<file path="src/core/fcc_pkg.sv">
// Purpose: Shared constants for the array command controller and its CPU end
// Assumes: 8-bit register data, 16-bit array addresses
// Notes: Register offsets sit in the low address bits of a register access
package fcc_pkg;
    localparam int AW = 16;
    localparam int DW = 8;
    localparam int RAW = 4;
    // Register offsets
    localparam logic [RAW-1:0] OFS_DIV = 4'h0;
    localparam logic [RAW-1:0] OFS_SEC = 4'h1;
    localparam logic [RAW-1:0] OFS_RSV = 4'h2;
    localparam logic [RAW-1:0] OFS_PROT = 4'h4;
    localparam logic [RAW-1:0] OFS_STAT = 4'h5;
    localparam logic [RAW-1:0] OFS_CMD = 4'h6;
    // Status bit positions
    localparam int ST_BEMPTY = 7;
    localparam int ST_DONE = 6;
    localparam int ST_PROTECTION_VIOLATION_FLAG = 5;
    localparam int ST_ACCESS_ERROR_FLAG = 4;
    // Divider register layout
    localparam int DIV_LOADED = 7;
    localparam int DIV_W = 7;
    // Security byte layout
    localparam int KEY_HI = 7;
    localparam int KEY_LO = 6;
    localparam int NV_HI = 5;
    localparam int NV_LO = 2;
    localparam int SECF_HI = 1;
    localparam int SECF_LO = 0;
    localparam logic [1:0] KEY_ON = 2'h2;
    localparam logic [1:0] SEC_OPEN = 2'h2;
    localparam logic [1:0] PREFER_OFF = 2'h1;
    // Protection byte layout and its nonvolatile home
    localparam int PR_OPEN = 7;
    localparam int PR_HDIS = 5;
    localparam int PR_LDIS = 2;
    localparam logic [AW-1:0] PROT_NV_ADDR = 16'hFF0D;
    // Command codes
    localparam logic [DW-1:0] CMD_VERIFY = 8'h05;
    localparam logic [DW-1:0] CMD_PROG = 8'h20;
    localparam logic [DW-1:0] CMD_ERASE = 8'h40;
    localparam logic [DW-1:0] CMD_MASS = 8'h41;
    // Timing
    localparam int CLK_HZ = 100_000_000;
    localparam int MIN_BUS_HZ = 1_000_000;
    localparam int MIN_TCLK_HZ = 150_000;
    localparam int MIN_TSUM_US = 5;
    localparam int OP_TICKS = 20;
    localparam logic [DW-1:0] RESET_BYTE = 8'h00;
endpackage

</file>
<file path="src/core/fcc_if.sv">
// Purpose: Register and array access path between CPU end and controller
// Assumes: Single clock, one request per cycle at most
// Notes: Read data returns one cycle after the read request
`timescale 1ns/100ps
`default_nettype none
interface fcc_if
    import fcc_pkg::*;
(
    input wire logic clk_i,
    input wire logic rstn_i
);
    logic req;
    logic we;
    logic arr_sel;
    logic [AW-1:0] addr;
    logic [DW-1:0] wdata;
    logic rvalid;
    logic [DW-1:0] rdata;
    modport dev (
        input clk_i, rstn_i, req, we, arr_sel, addr, wdata,
        output rvalid, rdata
    );
    modport cpu (
        input clk_i, rstn_i, rvalid, rdata,
        output req, we, arr_sel, addr, wdata
    );
endinterface
`default_nettype wire

</file>
<file path="src/core/fcc_ctrl.sv">
// Purpose: Array command controller, device end
// Assumes: CPU keeps the three-step order and clears errors first
// Notes: One command active, one buffered behind it
// Summary of operation
// Divider write sets divider-loaded flag
// Launch without divider write raises access error
// Software avoids program/erase below 1 MHz bus
// Software keeps timing clock at least 150 kHz
// Timing plus bus period at least 5 us
// Software clears errors, checks buffer-empty first; the CPU end clears errors but never reads buffer-empty
// New sequence while buffer full overwrites buffers
// Host order: array write, command, launch
// Writing 1 to buffer-empty launches, clears it
// Step-one address and data are held
// Launch clears complete, then buffer-empty sets
// Buffered command waits for active one
// Complete sets when all commands finished
// Backdoor enabled only for value 10
// Unsecured only for security value 10
// Backdoor unsecure forces security field 10
// Bits 5..2 are user nonvolatile flags
// Software prefers 01 for disabled and secured
// Reserved factory register reads zero, ignores writes
// Protection loaded from 0xFF0D during reset
// Foreign write mid-sequence aborts, sets access error
`timescale 1ns/100ps
`default_nettype none
module fcc_ctrl
    import fcc_pkg::*;
#(
    parameter int OP_LEN = OP_TICKS
)
(
    fcc_if.dev bus,
    input wire logic [fcc_pkg::DW-1:0] nv_sec_i,
    input wire logic [fcc_pkg::DW-1:0] nv_prot_i,
    input wire logic unlock_i,
    output logic op_start_o,
    output logic op_busy_o,
    output logic [fcc_pkg::DW-1:0] op_cmd_o,
    output logic [fcc_pkg::AW-1:0] op_addr_o,
    output logic [fcc_pkg::DW-1:0] op_data_o,
    output logic key_enable_o,
    output logic secured_o,
    output logic [3:0] user_flags_o,
    output logic [fcc_pkg::DW-1:0] prot_o
);
    import fcc_pkg::*;

    typedef enum logic [1:0] {SEQ_IDLE, SEQ_ADDR, SEQ_CMD} seq_e;

    logic clk;
    logic rstn;
    assign clk = bus.clk_i;
    assign rstn = bus.rstn_i;

    seq_e seq_reg;
    logic boot_reg;
    logic div_loaded_reg;
    logic [DIV_W-1:0] timing_divider_reg;
    logic [DW-1:0] sec_reg;
    logic [DW-1:0] protection_config_reg;
    logic bempty_reg, done_reg, protection_violation_flag_reg, access_error_flag_reg;
    logic [AW-1:0] address_hold_regs;
    logic [DW-1:0] data_hold_regs;
    logic [DW-1:0] command_code_reg;
    logic pend_reg;
    logic act_reg;
    logic [DIV_W-1:0] pre_reg;
    logic [7:0] tick_reg;

    logic wr, rd, reg_wr, arr_wr, launch, valid_cmd, act_end, take;
    logic mass_blocked, step_err, start, accept;
    assign wr = bus.req && bus.we;
    assign rd = bus.req && !bus.we;
    assign reg_wr = wr && !bus.arr_sel;
    assign arr_wr = wr && bus.arr_sel;
    assign launch = reg_wr && bus.addr[RAW-1:0] == OFS_STAT
        && bus.wdata[ST_BEMPTY] && seq_reg == SEQ_CMD;
    assign valid_cmd = bus.wdata == CMD_VERIFY || bus.wdata == CMD_PROG
        || bus.wdata == CMD_ERASE || bus.wdata == CMD_MASS;
    // Mass erase needs every range opened
    assign mass_blocked = command_code_reg == CMD_MASS
        && !(protection_config_reg[PR_OPEN] && protection_config_reg[PR_HDIS]
        && protection_config_reg[PR_LDIS]);
    // Any module write that is not the expected next step
    assign step_err = wr && seq_reg != SEQ_IDLE && !launch
        && !(seq_reg == SEQ_ADDR && reg_wr
        && bus.addr[RAW-1:0] == OFS_CMD && valid_cmd);
    assign act_end = act_reg && tick_reg == 8'(OP_LEN);
    assign take = pend_reg && (!act_reg || act_end) && boot_reg;
    assign start = seq_reg == SEQ_IDLE && arr_wr && !access_error_flag_reg && !protection_violation_flag_reg;
    assign accept = launch && div_loaded_reg && !mass_blocked;

    // Reset sequence: nonvolatile bytes are caught after release
    always_ff @(posedge clk or negedge rstn)
    begin
        if (!rstn)
        begin
            boot_reg <= 1'b0;
            protection_config_reg <= RESET_BYTE;
        end
        else if (!boot_reg)
        begin
            boot_reg <= 1'b1;
            protection_config_reg <= nv_prot_i;
        end
    end

    always_ff @(posedge clk or negedge rstn)
    begin
        if (!rstn)
            sec_reg <= RESET_BYTE;
        else if (!boot_reg)
            sec_reg <= nv_sec_i;
        else if (unlock_i)
            sec_reg[SECF_HI:SECF_LO] <= SEC_OPEN;
    end

    always_ff @(posedge clk or negedge rstn)
    begin
        if (!rstn)
        begin
            div_loaded_reg <= 1'b0;
            timing_divider_reg <= '0;
        end
        else if (reg_wr && bus.addr[RAW-1:0] == OFS_DIV)
        begin
            div_loaded_reg <= 1'b1;
            timing_divider_reg <= bus.wdata[DIV_W-1:0];
        end
    end

    // Three-step write sequence
    always_ff @(posedge clk or negedge rstn)
    begin
        if (!rstn)
            seq_reg <= SEQ_IDLE;
        else if (step_err || launch)
            seq_reg <= SEQ_IDLE;
        else if (start)
            seq_reg <= SEQ_ADDR;
        else if (seq_reg == SEQ_ADDR && reg_wr)
            seq_reg <= SEQ_CMD;
    end

    // Buffer capture; a new step one overwrites a waiting command
    always_ff @(posedge clk or negedge rstn)
    begin
        if (!rstn)
        begin
            address_hold_regs <= '0;
            data_hold_regs <= '0;
            command_code_reg <= '0;
        end
        else if (start)
        begin
            address_hold_regs <= bus.addr;
            data_hold_regs <= bus.wdata;
        end
        else if (seq_reg == SEQ_ADDR && reg_wr && !step_err)
            command_code_reg <= bus.wdata;
    end

    always_ff @(posedge clk or negedge rstn)
    begin
        if (!rstn)
            pend_reg <= 1'b0;
        else if (accept)
            pend_reg <= 1'b1;
        else if (take || start)
            pend_reg <= 1'b0;
    end

    // Timing clock: one tick per divider+1 bus clocks
    always_ff @(posedge clk or negedge rstn)
    begin
        if (!rstn)
        begin
            act_reg <= 1'b0;
            pre_reg <= '0;
            tick_reg <= '0;
        end
        else if (take)
        begin
            act_reg <= 1'b1;
            pre_reg <= '0;
            tick_reg <= '0;
        end
        else if (act_end)
            act_reg <= 1'b0;
        else if (act_reg)
        begin
            if (pre_reg == timing_divider_reg)
            begin
                pre_reg <= '0;
                tick_reg <= tick_reg + 8'h01;
            end
            else
                pre_reg <= pre_reg + 7'h01;
        end
    end

    // Flags; an error-flag set wins over a software clear
    always_ff @(posedge clk or negedge rstn)
    begin
        if (!rstn)
        begin
            bempty_reg <= 1'b1;
            done_reg <= 1'b1;
            access_error_flag_reg <= 1'b0;
            protection_violation_flag_reg <= 1'b0;
        end
        else
        begin
            if (accept)
            begin
                bempty_reg <= 1'b0;
                done_reg <= 1'b0;
            end
            else if (start && pend_reg)
                bempty_reg <= 1'b0;
            else if (take)
                bempty_reg <= 1'b1;
            else if (!pend_reg && !act_reg)
                bempty_reg <= 1'b1;
            if (act_end && !pend_reg && !accept)
                done_reg <= 1'b1;
            if ((launch && !div_loaded_reg) || step_err)
                access_error_flag_reg <= 1'b1;
            else if (reg_wr && bus.addr[RAW-1:0] == OFS_STAT
                && bus.wdata[ST_ACCESS_ERROR_FLAG])
                access_error_flag_reg <= 1'b0;
            if (launch && div_loaded_reg && mass_blocked)
                protection_violation_flag_reg <= 1'b1;
            else if (reg_wr && bus.addr[RAW-1:0] == OFS_STAT
                && bus.wdata[ST_PROTECTION_VIOLATION_FLAG])
                protection_violation_flag_reg <= 1'b0;
        end
    end

    // Register reads, one cycle latency
    always_ff @(posedge clk or negedge rstn)
    begin
        if (!rstn)
        begin
            bus.rvalid <= 1'b0;
            bus.rdata <= '0;
        end
        else
        begin
            bus.rvalid <= rd;
            bus.rdata <= '0;
            if (rd && !bus.arr_sel)
            begin
                unique case (bus.addr[RAW-1:0])
                    OFS_DIV: bus.rdata <= {div_loaded_reg, timing_divider_reg};
                    OFS_SEC: bus.rdata <= sec_reg;
                    OFS_PROT: bus.rdata <= protection_config_reg;
                    OFS_STAT: bus.rdata <= {bempty_reg, done_reg, protection_violation_flag_reg,
                        access_error_flag_reg, 4'h0};
                    OFS_CMD: bus.rdata <= command_code_reg;
                    default: bus.rdata <= '0;
                endcase
            end
        end
    end

    // Array and security outputs
    always_ff @(posedge clk or negedge rstn)
    begin
        if (!rstn)
        begin
            op_start_o <= 1'b0;
            op_busy_o <= 1'b0;
            op_cmd_o <= '0;
            op_addr_o <= '0;
            op_data_o <= '0;
            key_enable_o <= 1'b0;
            secured_o <= 1'b1;
            user_flags_o <= '0;
            prot_o <= '0;
        end
        else
        begin
            op_start_o <= take;
            op_busy_o <= act_reg && !act_end || take;
            if (take)
            begin
                op_cmd_o <= command_code_reg;
                op_addr_o <= address_hold_regs;
                op_data_o <= data_hold_regs;
            end
            key_enable_o <= sec_reg[KEY_HI:KEY_LO] == KEY_ON;
            secured_o <= sec_reg[SECF_HI:SECF_LO] != SEC_OPEN;
            user_flags_o <= sec_reg[NV_HI:NV_LO];
            prot_o <= protection_config_reg;
        end
    end
endmodule // fcc_ctrl
`default_nettype wire

</file>
<file path="src/flat_wrapper.sv">
// flat-port wrapper written by rule: the top's interface ports become plain ports
module fcc_ctrl_flat import fcc_pkg::*;
#(
    parameter int OP_LEN = OP_TICKS
)
  (nv_sec_i, nv_prot_i, unlock_i, op_start_o, op_busy_o, op_cmd_o, op_addr_o, op_data_o, key_enable_o, secured_o, user_flags_o, prot_o, clk_i, rstn_i, bus_req, bus_we, bus_arr_sel, bus_addr, bus_wdata, bus_rvalid, bus_rdata);
  fcc_if bus_i (.clk_i(clk_i), .rstn_i(rstn_i));
  input wire logic [fcc_pkg::DW-1:0] nv_sec_i;
  input wire logic [fcc_pkg::DW-1:0] nv_prot_i;
  input wire logic unlock_i;
  output logic op_start_o;
  output logic op_busy_o;
  output logic [fcc_pkg::DW-1:0] op_cmd_o;
  output logic [fcc_pkg::AW-1:0] op_addr_o;
  output logic [fcc_pkg::DW-1:0] op_data_o;
  output logic key_enable_o;
  output logic secured_o;
  output logic [3:0] user_flags_o;
  output logic [fcc_pkg::DW-1:0] prot_o;
  input wire logic clk_i;
  input wire logic rstn_i;
  input wire logic [$bits(bus_i.req)-1:0] bus_req;
  input wire logic [$bits(bus_i.we)-1:0] bus_we;
  input wire logic [$bits(bus_i.arr_sel)-1:0] bus_arr_sel;
  input wire logic [$bits(bus_i.addr)-1:0] bus_addr;
  input wire logic [$bits(bus_i.wdata)-1:0] bus_wdata;
  output wire logic [$bits(bus_i.rvalid)-1:0] bus_rvalid;
  output wire logic [$bits(bus_i.rdata)-1:0] bus_rdata;
  assign bus_i.req = bus_req;
  assign bus_i.we = bus_we;
  assign bus_i.arr_sel = bus_arr_sel;
  assign bus_i.addr = bus_addr;
  assign bus_i.wdata = bus_wdata;
  assign bus_rvalid = bus_i.rvalid;
  assign bus_rdata = bus_i.rdata;
  fcc_ctrl #(.OP_LEN(OP_LEN)) u_core (.bus(bus_i), .nv_sec_i(nv_sec_i), .nv_prot_i(nv_prot_i), .unlock_i(unlock_i), .op_start_o(op_start_o), .op_busy_o(op_busy_o), .op_cmd_o(op_cmd_o), .op_addr_o(op_addr_o), .op_data_o(op_data_o), .key_enable_o(key_enable_o), .secured_o(secured_o), .user_flags_o(user_flags_o), .prot_o(prot_o));
endmodule
</file>
<file path="config.mk">
export PLATFORM = sky130hd
export DESIGN_NAME = fcc_ctrl_flat
export DESIGN_NICKNAME = d
export VERILOG_FILES = /design/src/core/fcc_pkg.sv /design/src/core/fcc_if.sv /design/src/core/fcc_ctrl.sv /design/src/flat_wrapper.sv
export SDC_FILE = /design/constraint.sdc
export NUM_CORES = 1
export LEC_CHECK = 0
export BUFFER_PORTS_ARGS = -buffer_cell sky130_fd_sc_hd__clkbuf_2
export CAP_MARGIN = 20
export CORE_ASPECT_RATIO = 0.8
export CORE_MARGIN = 2
export CORE_UTILIZATION = 40
export DETAILED_ROUTE_END_ITERATION = 8
export PLACE_DENSITY = 0.6
export SLEW_MARGIN = 20
export SYNTH_ARGS = -nofsm -noshare
export SYNTH_HDL_FRONTEND = slang
export SYNTH_SLANG_ARGS = --single-unit
</file>
<file path="constraint.sdc">
create_clock -name clk_i -period 6.35 [get_ports clk_i]
set_clock_uncertainty 0.15 [all_clocks]
set_input_delay 0.9525 -clock clk_i [delete_from_list [all_inputs] [get_ports clk_i]]
set_output_delay 0.9525 -clock clk_i [all_outputs]
set_load 0.05 [all_outputs]
</file>
==> impl_metrics.xml, run 1 <==
<?xml version="1.0" encoding="UTF-8"?>
<metrics>
  <group name="synthesis">
    <metric name="compound_gate_fraction_of_synth_area" unit="%">6.86</metric>
    <metric name="synth-adder-area-share" unit="%">0.662</metric>
    <metric name="count_of_synthesis_stage_warnings_from_yosys" unit="">0</metric>
    <metric name="synth.most_common_cell" unit="">dfrtp_1</metric>
    <metric name="synth.mux.area_fraction" unit="%">18.0</metric>
    <metric name="synth_top_family_by_area" unit="">multiplexers</metric>
    <metric name="ys_top_cells_by_area" unit="">dfrtp_1 59%, mux2_1 8.9%, mux2_2 6.6%</metric>
    <metric name="synth_xor_area_share" unit="%">1.54</metric>
    <metric name="post-synth-top-area-cell" unit="">dfrtp_1</metric>
    <metric name="postSynthCellCount" unit="">426</metric>
    <metric name="ys_top_cells_by_count" unit="">134 x dfrtp_1, 45 x mux2_1, 33 x mux2_2, 30 x nand2_1, 17 x nor2_1</metric>
    <metric name="number_of_distinct_standard_cells_referenced_by_the_synthesized_netlist" unit="">62</metric>
    <metric name="avgSynthCellArea" unit="um2">13.3</metric>
    <metric name="synth_seq_cells" unit="">137</metric>
    <metric name="mappedNetlistArea" unit="mm2">0.00567</metric>
    <metric name="syn-num-nets" unit="">475</metric>
    <metric name="post_synth_and_or_nand_nor_area_fraction" unit="%">9.88</metric>
    <metric name="synth_top_area_share" unit="%">59.1</metric>
    <metric name="synth_flop_cell" unit="">dfrtp_1</metric>
    <metric name="synth-seq-area-share" unit="%">60.5</metric>
    <metric name="synth_enable_flop_cells" unit="">0</metric>
    <metric name="synthArstFlopShare" unit="%">100</metric>
  </group>
  <group name="setup_path">
    <metric name="crit-reg2reg-capture" unit="">u_core.op_addr_o[2]</metric>
    <metric name="worst-endpoint-arrival" unit="ps">2770</metric>
    <metric name="slowest_delay" unit="ps">590</metric>
    <metric name="sequence_of_cells_on_the_critical_path" unit="">inv_1 -&gt; ha_1 -&gt; nand4bb_1 -&gt; o41ai_1 -&gt; nor2b_4 -&gt; buf_16 -&gt; mux2_1</metric>
    <metric name="crit_slowest_cell" unit="">nor2b_4</metric>
    <metric name="cp.required" unit="ps">6490</metric>
    <metric name="r2r_slack" unit="ps">3730</metric>
    <metric name="worst_r2r_path_depth" unit="">7</metric>
    <metric name="critical_path_class" unit="">flip-flop to flip-flop</metric>
    <metric name="timing.rr.start" unit="">u_core.tick_reg[0]</metric>
    <metric name="path_max_fanout" unit="">22</metric>
    <metric name="worst_setup_path_end_kind" unit="">flip-flop</metric>
    <metric name="critical_path.startpoint_type" unit="">flip-flop</metric>
  </group>
  <group name="floorplanning">
    <metric name="core-area" unit="mm2">0.0137</metric>
    <metric name="core.rowCount" unit="">38</metric>
    <metric name="top_level_port_count" unit="">103</metric>
    <metric name="fp.dieH" unit="um">111</metric>
    <metric name="dieWidth" unit="um">137</metric>
    <metric name="floorplan.initialDensity" unit="%">41.4</metric>
    <metric name="die_area" unit="mm2">0.0152</metric>
  </group>
  <group name="timing">
    <metric name="rsz0062_at_grt" unit="">no</metric>
    <metric name="fin_crit_sh" unit="%">41.3</metric>
    <metric name="maxSlewHeadroom" unit="%">39.3</metric>
    <metric name="fin_ws" unit="ps">3730</metric>
    <metric name="setup_violations" unit="">0</metric>
    <metric name="hold_viol_final" unit="">0</metric>
    <metric name="fmaxAchievable" unit="MHz">381</metric>
    <metric name="timing.hold.ws" unit="ps">255</metric>
    <metric name="worst_pin_slew" unit="ps">904</metric>
    <metric name="slew_viol_final" unit="">0</metric>
    <metric name="setup-tns-final" unit="ps">0</metric>
    <metric name="min_period" unit="ps">2620</metric>
  </group>
  <group name="cells_and_area">
    <metric name="largestRegisters" unit="">u_core.address_hold_regs x16, u_core.op_addr_o x16</metric>
    <metric name="insertedDiodeCount" unit="">0</metric>
    <metric name="fin_util" unit="%">50.7</metric>
    <metric name="nNetsFinal" unit="">584</metric>
    <metric name="share_of_post_route_cells_with_drive_strength_above_1" unit="%">33.4</metric>
    <metric name="synthToLayoutAreaGrowth" unit="%">22.4</metric>
  </group>
  <group name="cts">
    <metric name="post_cts_buffers" unit="">0</metric>
    <metric name="clockRootBuffer" unit="">clkbuf_16</metric>
    <metric name="cts_sinks" unit="">137</metric>
    <metric name="cts_resized" unit="">0</metric>
    <metric name="cts_hold_repair.buffers" unit="">0</metric>
    <metric name="cts.clk_slew.worst_paths" unit="ps">60</metric>
    <metric name="tritoncts_clock_tree" unit="">yes</metric>
    <metric name="cts-buffers-inserted" unit="">17</metric>
    <metric name="worstSkewPairLatency" unit="ps">420</metric>
    <metric name="clock_path_buffers" unit="">2</metric>
    <metric name="cts.htree.levels" unit="">4</metric>
  </group>
  <group name="place">
    <metric name="placement.io_buffers" unit="">102</metric>
    <metric name="hpwl_after_detailed_placement" unit="um">8880</metric>
    <metric name="detailedPlace.worstSlack" unit="ps">3310</metric>
    <metric name="place_congestion" unit="">0.855</metric>
  </group>
  <group name="global_route">
    <metric name="grt_remaining_overflow" unit="">0</metric>
    <metric name="via_count_of_the_first_global_routing_pass" unit="">3919</metric>
    <metric name="grt_first_pass_wirelength" unit="um">20400</metric>
    <metric name="initial_antenna_violation_count" unit="">0</metric>
    <metric name="grt_use_total" unit="%">18.0</metric>
    <metric name="grt_max_degree" unit="">82</metric>
  </group>
  <group name="job">
    <metric name="max-cap-violations" unit="">0</metric>
  </group>
  <group name="routing">
    <metric name="route.detailed.drc" unit="">0</metric>
    <metric name="route.detailed.vias_per_inst" unit="">5.19</metric>
    <metric name="drtIter0Drc" unit="">261</metric>
    <metric name="drt_pre_antenna_iters" unit="">4</metric>
    <metric name="routedWlPerCell" unit="um">17.4</metric>
    <metric name="postRouteWirelength" unit="um">12600</metric>
    <metric name="antenna_viol_nets_final" unit="">0</metric>
    <metric name="route.vias.total" unit="">3776</metric>
  </group>
  <group name="min_path">
    <metric name="min_delay_worst_endpoint" unit="">u_core.user_flags_o[2]</metric>
    <metric name="worst_hold_startpoint" unit="">u_core.sec_reg[4]</metric>
    <metric name="hold_path_cells" unit="">0</metric>
    <metric name="hold_path_class" unit="">flip-flop to flip-flop</metric>
  </group>
  <group name="power">
    <metric name="power.ir.vdd_worst" unit="uV">202</metric>
    <metric name="power.density" unit="mW/mm2">327</metric>
    <metric name="power.total" unit="mW">2.27</metric>
    <metric name="p_leak" unit="nW">3.41</metric>
  </group>
  <group name="run_status">
    <metric name="run_status" unit="">completed</metric>
  </group>
</metrics>
-- layout by cell type (no fill, tap or decap), types with 5 or more instances in the layout --
cell         n
nand2_1     30
clkbuf_16   17
mux2_2      33
inv_1       11
nand3_1      6
o21ai_0     14
nand2b_1     5
mux2_1      45
a22oi_1      5
mux2_4       7
clkbuf_2   101
a21oi_1     10
dfrtp_1    134
nor4_1       6
nor2b_1      8
xnor2_1      8
nor2_1      17
-- kinds of logic (layout without fill, tap and decap cells) --
| group | after synthesis | after routing |
|---|---|---|
| other cells | 1 | 1 |
| buf+inv | 28 | 150 |
| fa+ha+maj | 3 | 3 |
| simple gates | 101 | 101 |
| flops | 137 | 137 |
| compound gates | 57 | 57 |
| mux | 89 | 89 |
| xor+xnor | 10 | 10 |
-- through the flow --
step	instance area (um2)	instances
4_1_cts	6910	727
5_1_grt	6940	728
3_5_place_dp	6350	695
6_report	6940	728
2_1_floorplan	5670	426
3_3_place_gp	6350	695
-- how the worst max path moves through the flow --
stage	from	endpoint	cells past startpoint
floorplan	bus_addr[0]	u_core.timing_divider_reg[0]	4
global placement	bus_addr[1]	u_core.access_error_flag_reg	6
detailed placement	bus_addr[1]	u_core.access_error_flag_reg	6
CTS	u_core.tick_reg[0]	u_core.op_cmd_o[0]	6
global route	u_core.tick_reg[0]	u_core.op_addr_o[2]	7
finish	u_core.tick_reg[0]	u_core.op_addr_o[2]	7
-- worst max-delay path, delay by kind of cell (launching register included) --
family / cells / cell delay (ps)
adder cells (fa/ha/maj): 1 / 170
buffers and inverters: 2 / 330
multiplexers: 1 / 350
flip-flops: 1 / 420
AND/OR/NAND/NOR: 2 / 720
AO/OA/AOI/OAI: 1 / 360
-- report_power, final --
part | switching, mW | internal, mW | total, mW
Clock | 0.349 | 0.577 | 0.926
Combinational | 0.152 | 0.119 | 0.272
Sequential | 0.0773 | 0.992 | 1.07
Total | 0.578 | 1.69 | 2.27
-- metal layers --
| layer | vias up | wire length (um) | global-route usage (%) |
|---|---|---|---|
| li1 | 1759 | - | - |
| met1 | 1895 | 5930 | 24.4 |
| met3 | 20 | 625 | 4.59 |
| met2 | 102 | 5820 | 27.0 |
| met5 | - | 0 | 0 |
| met4 | 0 | 270 | 8.52 |
-- area by class of cell --
type | count | area (um2)
Tap cell | 180 | 225
Timing Repair Buffer | 106 | 567
Clock inverter | 7 | 66.3
Sequential cell | 137 | 3430
Fill cell | 1219 | 6750
Inverter | 12 | 45.0
Clock buffer | 25 | 495
Multi-Input combinational cell | 261 | 2110
(Power assumes the default switching activity.)
==> run 2, diff against run 1 <==
ABC_AREA = 1   (was not set)
PLACE_DENSITY = 0.59   (was 0.6)
clock period = 2.45 ns   (was 6.35 ns; I/O delays follow)
==> impl_metrics.xml, run 2 <==
<?xml version="1.0" encoding="UTF-8"?>
<metrics>
  <group name="cts">
    <metric name="clockRootBuffer" unit="">clkbuf_16</metric>
    <metric name="tritoncts_clock_tree" unit="">yes</metric>
    <metric name="cts_sinks" unit="">137</metric>
    <metric name="cts.clk_slew.worst_paths" unit="ps">50</metric>
    <metric name="cts_resized" unit="">0</metric>
    <metric name="clock_path_buffers" unit="">2</metric>
    <metric name="cts.htree.levels" unit="">4</metric>
    <metric name="cts-buffers-inserted" unit="">17</metric>
    <metric name="worstSkewPairLatency" unit="ps">420</metric>
  </group>
  <group name="place">
    <metric name="hpwl_after_detailed_placement" unit="um">10200</metric>
    <metric name="placement.io_buffers" unit="">102</metric>
    <metric name="place_congestion" unit="">0.861</metric>
  </group>
  <group name="setup_path">
    <metric name="cp.required" unit="ps">2650</metric>
    <metric name="crit-reg2reg-capture" unit="">u_core.op_addr_o[5]</metric>
    <metric name="crit_slowest_cell" unit="">dfrtp_1</metric>
    <metric name="path_max_fanout" unit="">34</metric>
    <metric name="timing.rr.start" unit="">u_core.tick_reg[0]</metric>
    <metric name="critical_path_class" unit="">flip-flop to flip-flop</metric>
    <metric name="worst-path-buf-inv" unit="">2</metric>
    <metric name="sequence_of_cells_on_the_critical_path" unit="">inv_1 -&gt; ha_1 -&gt; nand2_1 -&gt; nor2_1 -&gt; nand2_2 -&gt; nand2_4 -&gt; nand2_4 -&gt; inv_2 -&gt; nand2_1 -&gt; nand2_1</metric>
    <metric name="worst-endpoint-arrival" unit="ps">2250</metric>
    <metric name="worst_setup_path_end_kind" unit="">flip-flop</metric>
    <metric name="slowest_delay" unit="ps">410</metric>
    <metric name="worst_r2r_path_depth" unit="">10</metric>
    <metric name="critical_path.startpoint_type" unit="">flip-flop</metric>
    <metric name="r2r_slack" unit="ps">400</metric>
    <metric name="cell_type_group_with_the_largest_total_delay_on_the_critical_path" unit="">simple AND/OR/NAND/NOR gates</metric>
    <metric name="cpMostUsedCell" unit="">nand2_1</metric>
  </group>
  <group name="synthesis">
    <metric name="mappedNetlistArea" unit="mm2">0.00592</metric>
    <metric name="avgSynthCellArea" unit="um2">8.53</metric>
    <metric name="synth_seq_cells" unit="">137</metric>
    <metric name="synth.most_common_cell" unit="">nand2_1</metric>
    <metric name="syn-num-nets" unit="">743</metric>
    <metric name="post-synth-top-area-cell" unit="">dfrtp_1</metric>
    <metric name="synth_enable_flop_cells" unit="">0</metric>
    <metric name="synth-seq-area-share" unit="%">58.0</metric>
    <metric name="ys_top_cells_by_area" unit="">dfrtp_1 57%, nand2_1 17%, inv_1 4.3%</metric>
    <metric name="synthArstFlopShare" unit="%">100</metric>
    <metric name="synth_top_area_share" unit="%">56.7</metric>
    <metric name="ys_top_cells_by_count" unit="">270 x nand2_1, 134 x dfrtp_1, 68 x inv_1, 49 x nor2_1, 42 x o21ai_0</metric>
    <metric name="synth_flop_cell" unit="">dfrtp_1</metric>
    <metric name="number_of_distinct_standard_cells_referenced_by_the_synthesized_netlist" unit="">33</metric>
    <metric name="postSynthCellCount" unit="">694</metric>
    <metric name="count_of_synthesis_stage_warnings_from_yosys" unit="">0</metric>
  </group>
  <group name="floorplanning">
    <metric name="die_area" unit="mm2">0.0158</metric>
    <metric name="floorplan.initialDensity" unit="%">41.2</metric>
    <metric name="core.rowCount" unit="">39</metric>
    <metric name="core-area" unit="mm2">0.0143</metric>
    <metric name="dieWidth" unit="um">140</metric>
    <metric name="top_level_port_count" unit="">103</metric>
    <metric name="fp.dieH" unit="um">113</metric>
  </group>
  <group name="timing">
    <metric name="min_period" unit="ps">2050</metric>
    <metric name="setup-tns-final" unit="ps">0</metric>
    <metric name="maxSlewHeadroom" unit="%">61.4</metric>
    <metric name="fin_crit_sh" unit="%">83.7</metric>
    <metric name="setup_violations" unit="">0</metric>
    <metric name="hold_viol_final" unit="">0</metric>
    <metric name="rsz0062_at_grt" unit="">no</metric>
    <metric name="fmaxAchievable" unit="MHz">488</metric>
    <metric name="slew_viol_final" unit="">0</metric>
    <metric name="worst_pin_slew" unit="ps">579</metric>
  </group>
  <group name="power">
    <metric name="seq_power_share" unit="%">46.0</metric>
    <metric name="p_sw_share" unit="%">24.8</metric>
    <metric name="switching_power" unit="mW">1.46</metric>
    <metric name="p_leak" unit="nW">3.97</metric>
    <metric name="clockPowerShare" unit="%">43.8</metric>
    <metric name="power.combinational.fraction" unit="%">10.2</metric>
    <metric name="power.ir.vdd_worst" unit="uV">472</metric>
    <metric name="power.internal" unit="mW">4.41</metric>
    <metric name="power.density" unit="mW/mm2">802</metric>
  </group>
  <group name="routing">
    <metric name="drtIter0Drc" unit="">387</metric>
    <metric name="route.detailed.vias_per_inst" unit="">4.85</metric>
    <metric name="route.vias.total" unit="">4890</metric>
    <metric name="postRouteWirelength" unit="um">14200</metric>
    <metric name="drt_pre_antenna_iters" unit="">7</metric>
    <metric name="antenna_viol_nets_final" unit="">0</metric>
    <metric name="routedWlPerCell" unit="um">14.1</metric>
    <metric name="route.detailed.drc" unit="">0</metric>
  </group>
  <group name="global_route">
    <metric name="grt_use_total" unit="%">19.0</metric>
    <metric name="grt_max_degree" unit="">51</metric>
    <metric name="grt_first_pass_wirelength" unit="um">23500</metric>
    <metric name="via_count_of_the_first_global_routing_pass" unit="">4663</metric>
    <metric name="grt_remaining_overflow" unit="">0</metric>
    <metric name="initial_antenna_violation_count" unit="">0</metric>
  </group>
  <group name="cells_and_area">
    <metric name="insertedDiodeCount" unit="">0</metric>
    <metric name="layout.filler_cells" unit="">1390</metric>
    <metric name="nNetsFinal" unit="">863</metric>
    <metric name="synthToLayoutAreaGrowth" unit="%">23.7</metric>
    <metric name="fin_util" unit="%">51.0</metric>
    <metric name="share_of_post_route_cells_with_drive_strength_above_1" unit="%">18.8</metric>
    <metric name="most-common-layout-cells" unit="">270 x nand2_1, 134 x dfrtp_1, 101 x clkbuf_2</metric>
    <metric name="largestRegisters" unit="">u_core.address_hold_regs x16, u_core.op_addr_o x16</metric>
    <metric name="multiInputGateArea" unit="mm2">0.00208</metric>
    <metric name="register_area" unit="mm2">0.00343</metric>
    <metric name="layout_commonest_cell" unit="">nand2_1</metric>
  </group>
  <group name="min_path">
    <metric name="min_delay_worst_endpoint" unit="">u_core.address_hold_regs[5]</metric>
    <metric name="worst_hold_startpoint" unit="">bus_addr[5]</metric>
    <metric name="hold_path_cells" unit="">3</metric>
    <metric name="hold_path_class" unit="">input port to flip-flop</metric>
  </group>
  <group name="job">
    <metric name="max-cap-violations" unit="">0</metric>
  </group>
  <group name="run_status">
    <metric name="run_status" unit="">completed</metric>
  </group>
</metrics>
==> run 2: cell type report <==
cell class | instances | share of cell area, %
sequential | 137 | 46.9
multi-input combinational | 465 | 28.4
timing repair buffer | 120 | 9.69
clock buffer | 22 | 6.48
inverter | 73 | 3.74
tap | 184 | 3.15
clock inverter | 8 | 1.62
==> run 2: power by group through the flow <==
stage          Clock [mW]  Combinational (mW)  Sequential (mW)
6_report             2.57               0.597             2.70
5_1_grt              2.74               0.688             2.74
4_1_cts              2.62               0.608             2.70
3_5_place_dp            0               0.588             2.74
3_3_place_gp            0               0.574             2.73
2_1_floorplan           0               0.300             2.78
==> run 2: stage by stage <==
stage | power (mW) | std cells | worst slack, ps | area [um2] | hold WS (ps)
2_1_floorplan | 3.08 | 694 | 832 | 5920 | -78.1
3_3_place_gp | 3.31 | 966 | 457 | 6600 | 191
3_5_place_dp | 3.33 | 966 | 390 | 6600 | 191
4_1_cts | 5.93 | 1009 | 390 | 7320 | 1.40
5_1_grt | 6.16 | 1009 | 152 | 7320 | 5.02
6_report | 5.87 | 1009 | 400 | 7320 | 10.1
==> run 2: cells by family (layout without fill, tap and decap cells) <==
family	Yosys count	count (layout)	synth area share (%)
xor+xnor	7	7	1.04
flops	137	137	58.0
fa+ha+maj	3	3	0.634
simple gates	386	386	27.3
compound gates	68	68	6.11
buf+inv	92	223	6.85
other cells	1	1	0.0634
==> run 2: worst register-to-register path, cell delays in order, from the launching register on <==
cell     delay, ps
dfrtp_1        410
inv_1          100
ha_1           150
nand2_1         50
nor2_1         100
nand2_2        100
nand2_4        100
nand2_4        230
inv_2          420
nand2_1        100
nand2_1         80
==> run 2: worst max path at each step <==
stage | from | endpoint | cells past startpoint | slack, ps
floorplan | u_core.tick_reg[0] | u_core.tick_reg[2] | 11 | 830
CTS | u_core.tick_reg[0] | u_core.op_addr_o[2] | 10 | 390
detailed placement | u_core.tick_reg[0] | u_core.op_data_o[3] | 10 | 390
global placement | u_core.tick_reg[0] | u_core.op_addr_o[8] | 10 | 460
global route | u_core.tick_reg[0] | u_core.op_addr_o[5] | 10 | 150
finish | u_core.tick_reg[0] | u_core.op_addr_o[5] | 10 | 400
==> run 2: routing by layer <==
layer / global-route usage (%) / routed length, um / vias to the layer above
met5: 0 / 0 / -
met4: 6.93 / 232 / 0
met3: 5.46 / 767 / 18
met2: 28.3 / 6560 / 111
met1: 26.7 / 6670 / 2337
li1: - / - / 2424
==> run 2: repair_timing <==
item / CTS / global route
hold endpoints to repair: 59 / 0
hold buffers: 13 / 0
buffers inserted: 0 / 0
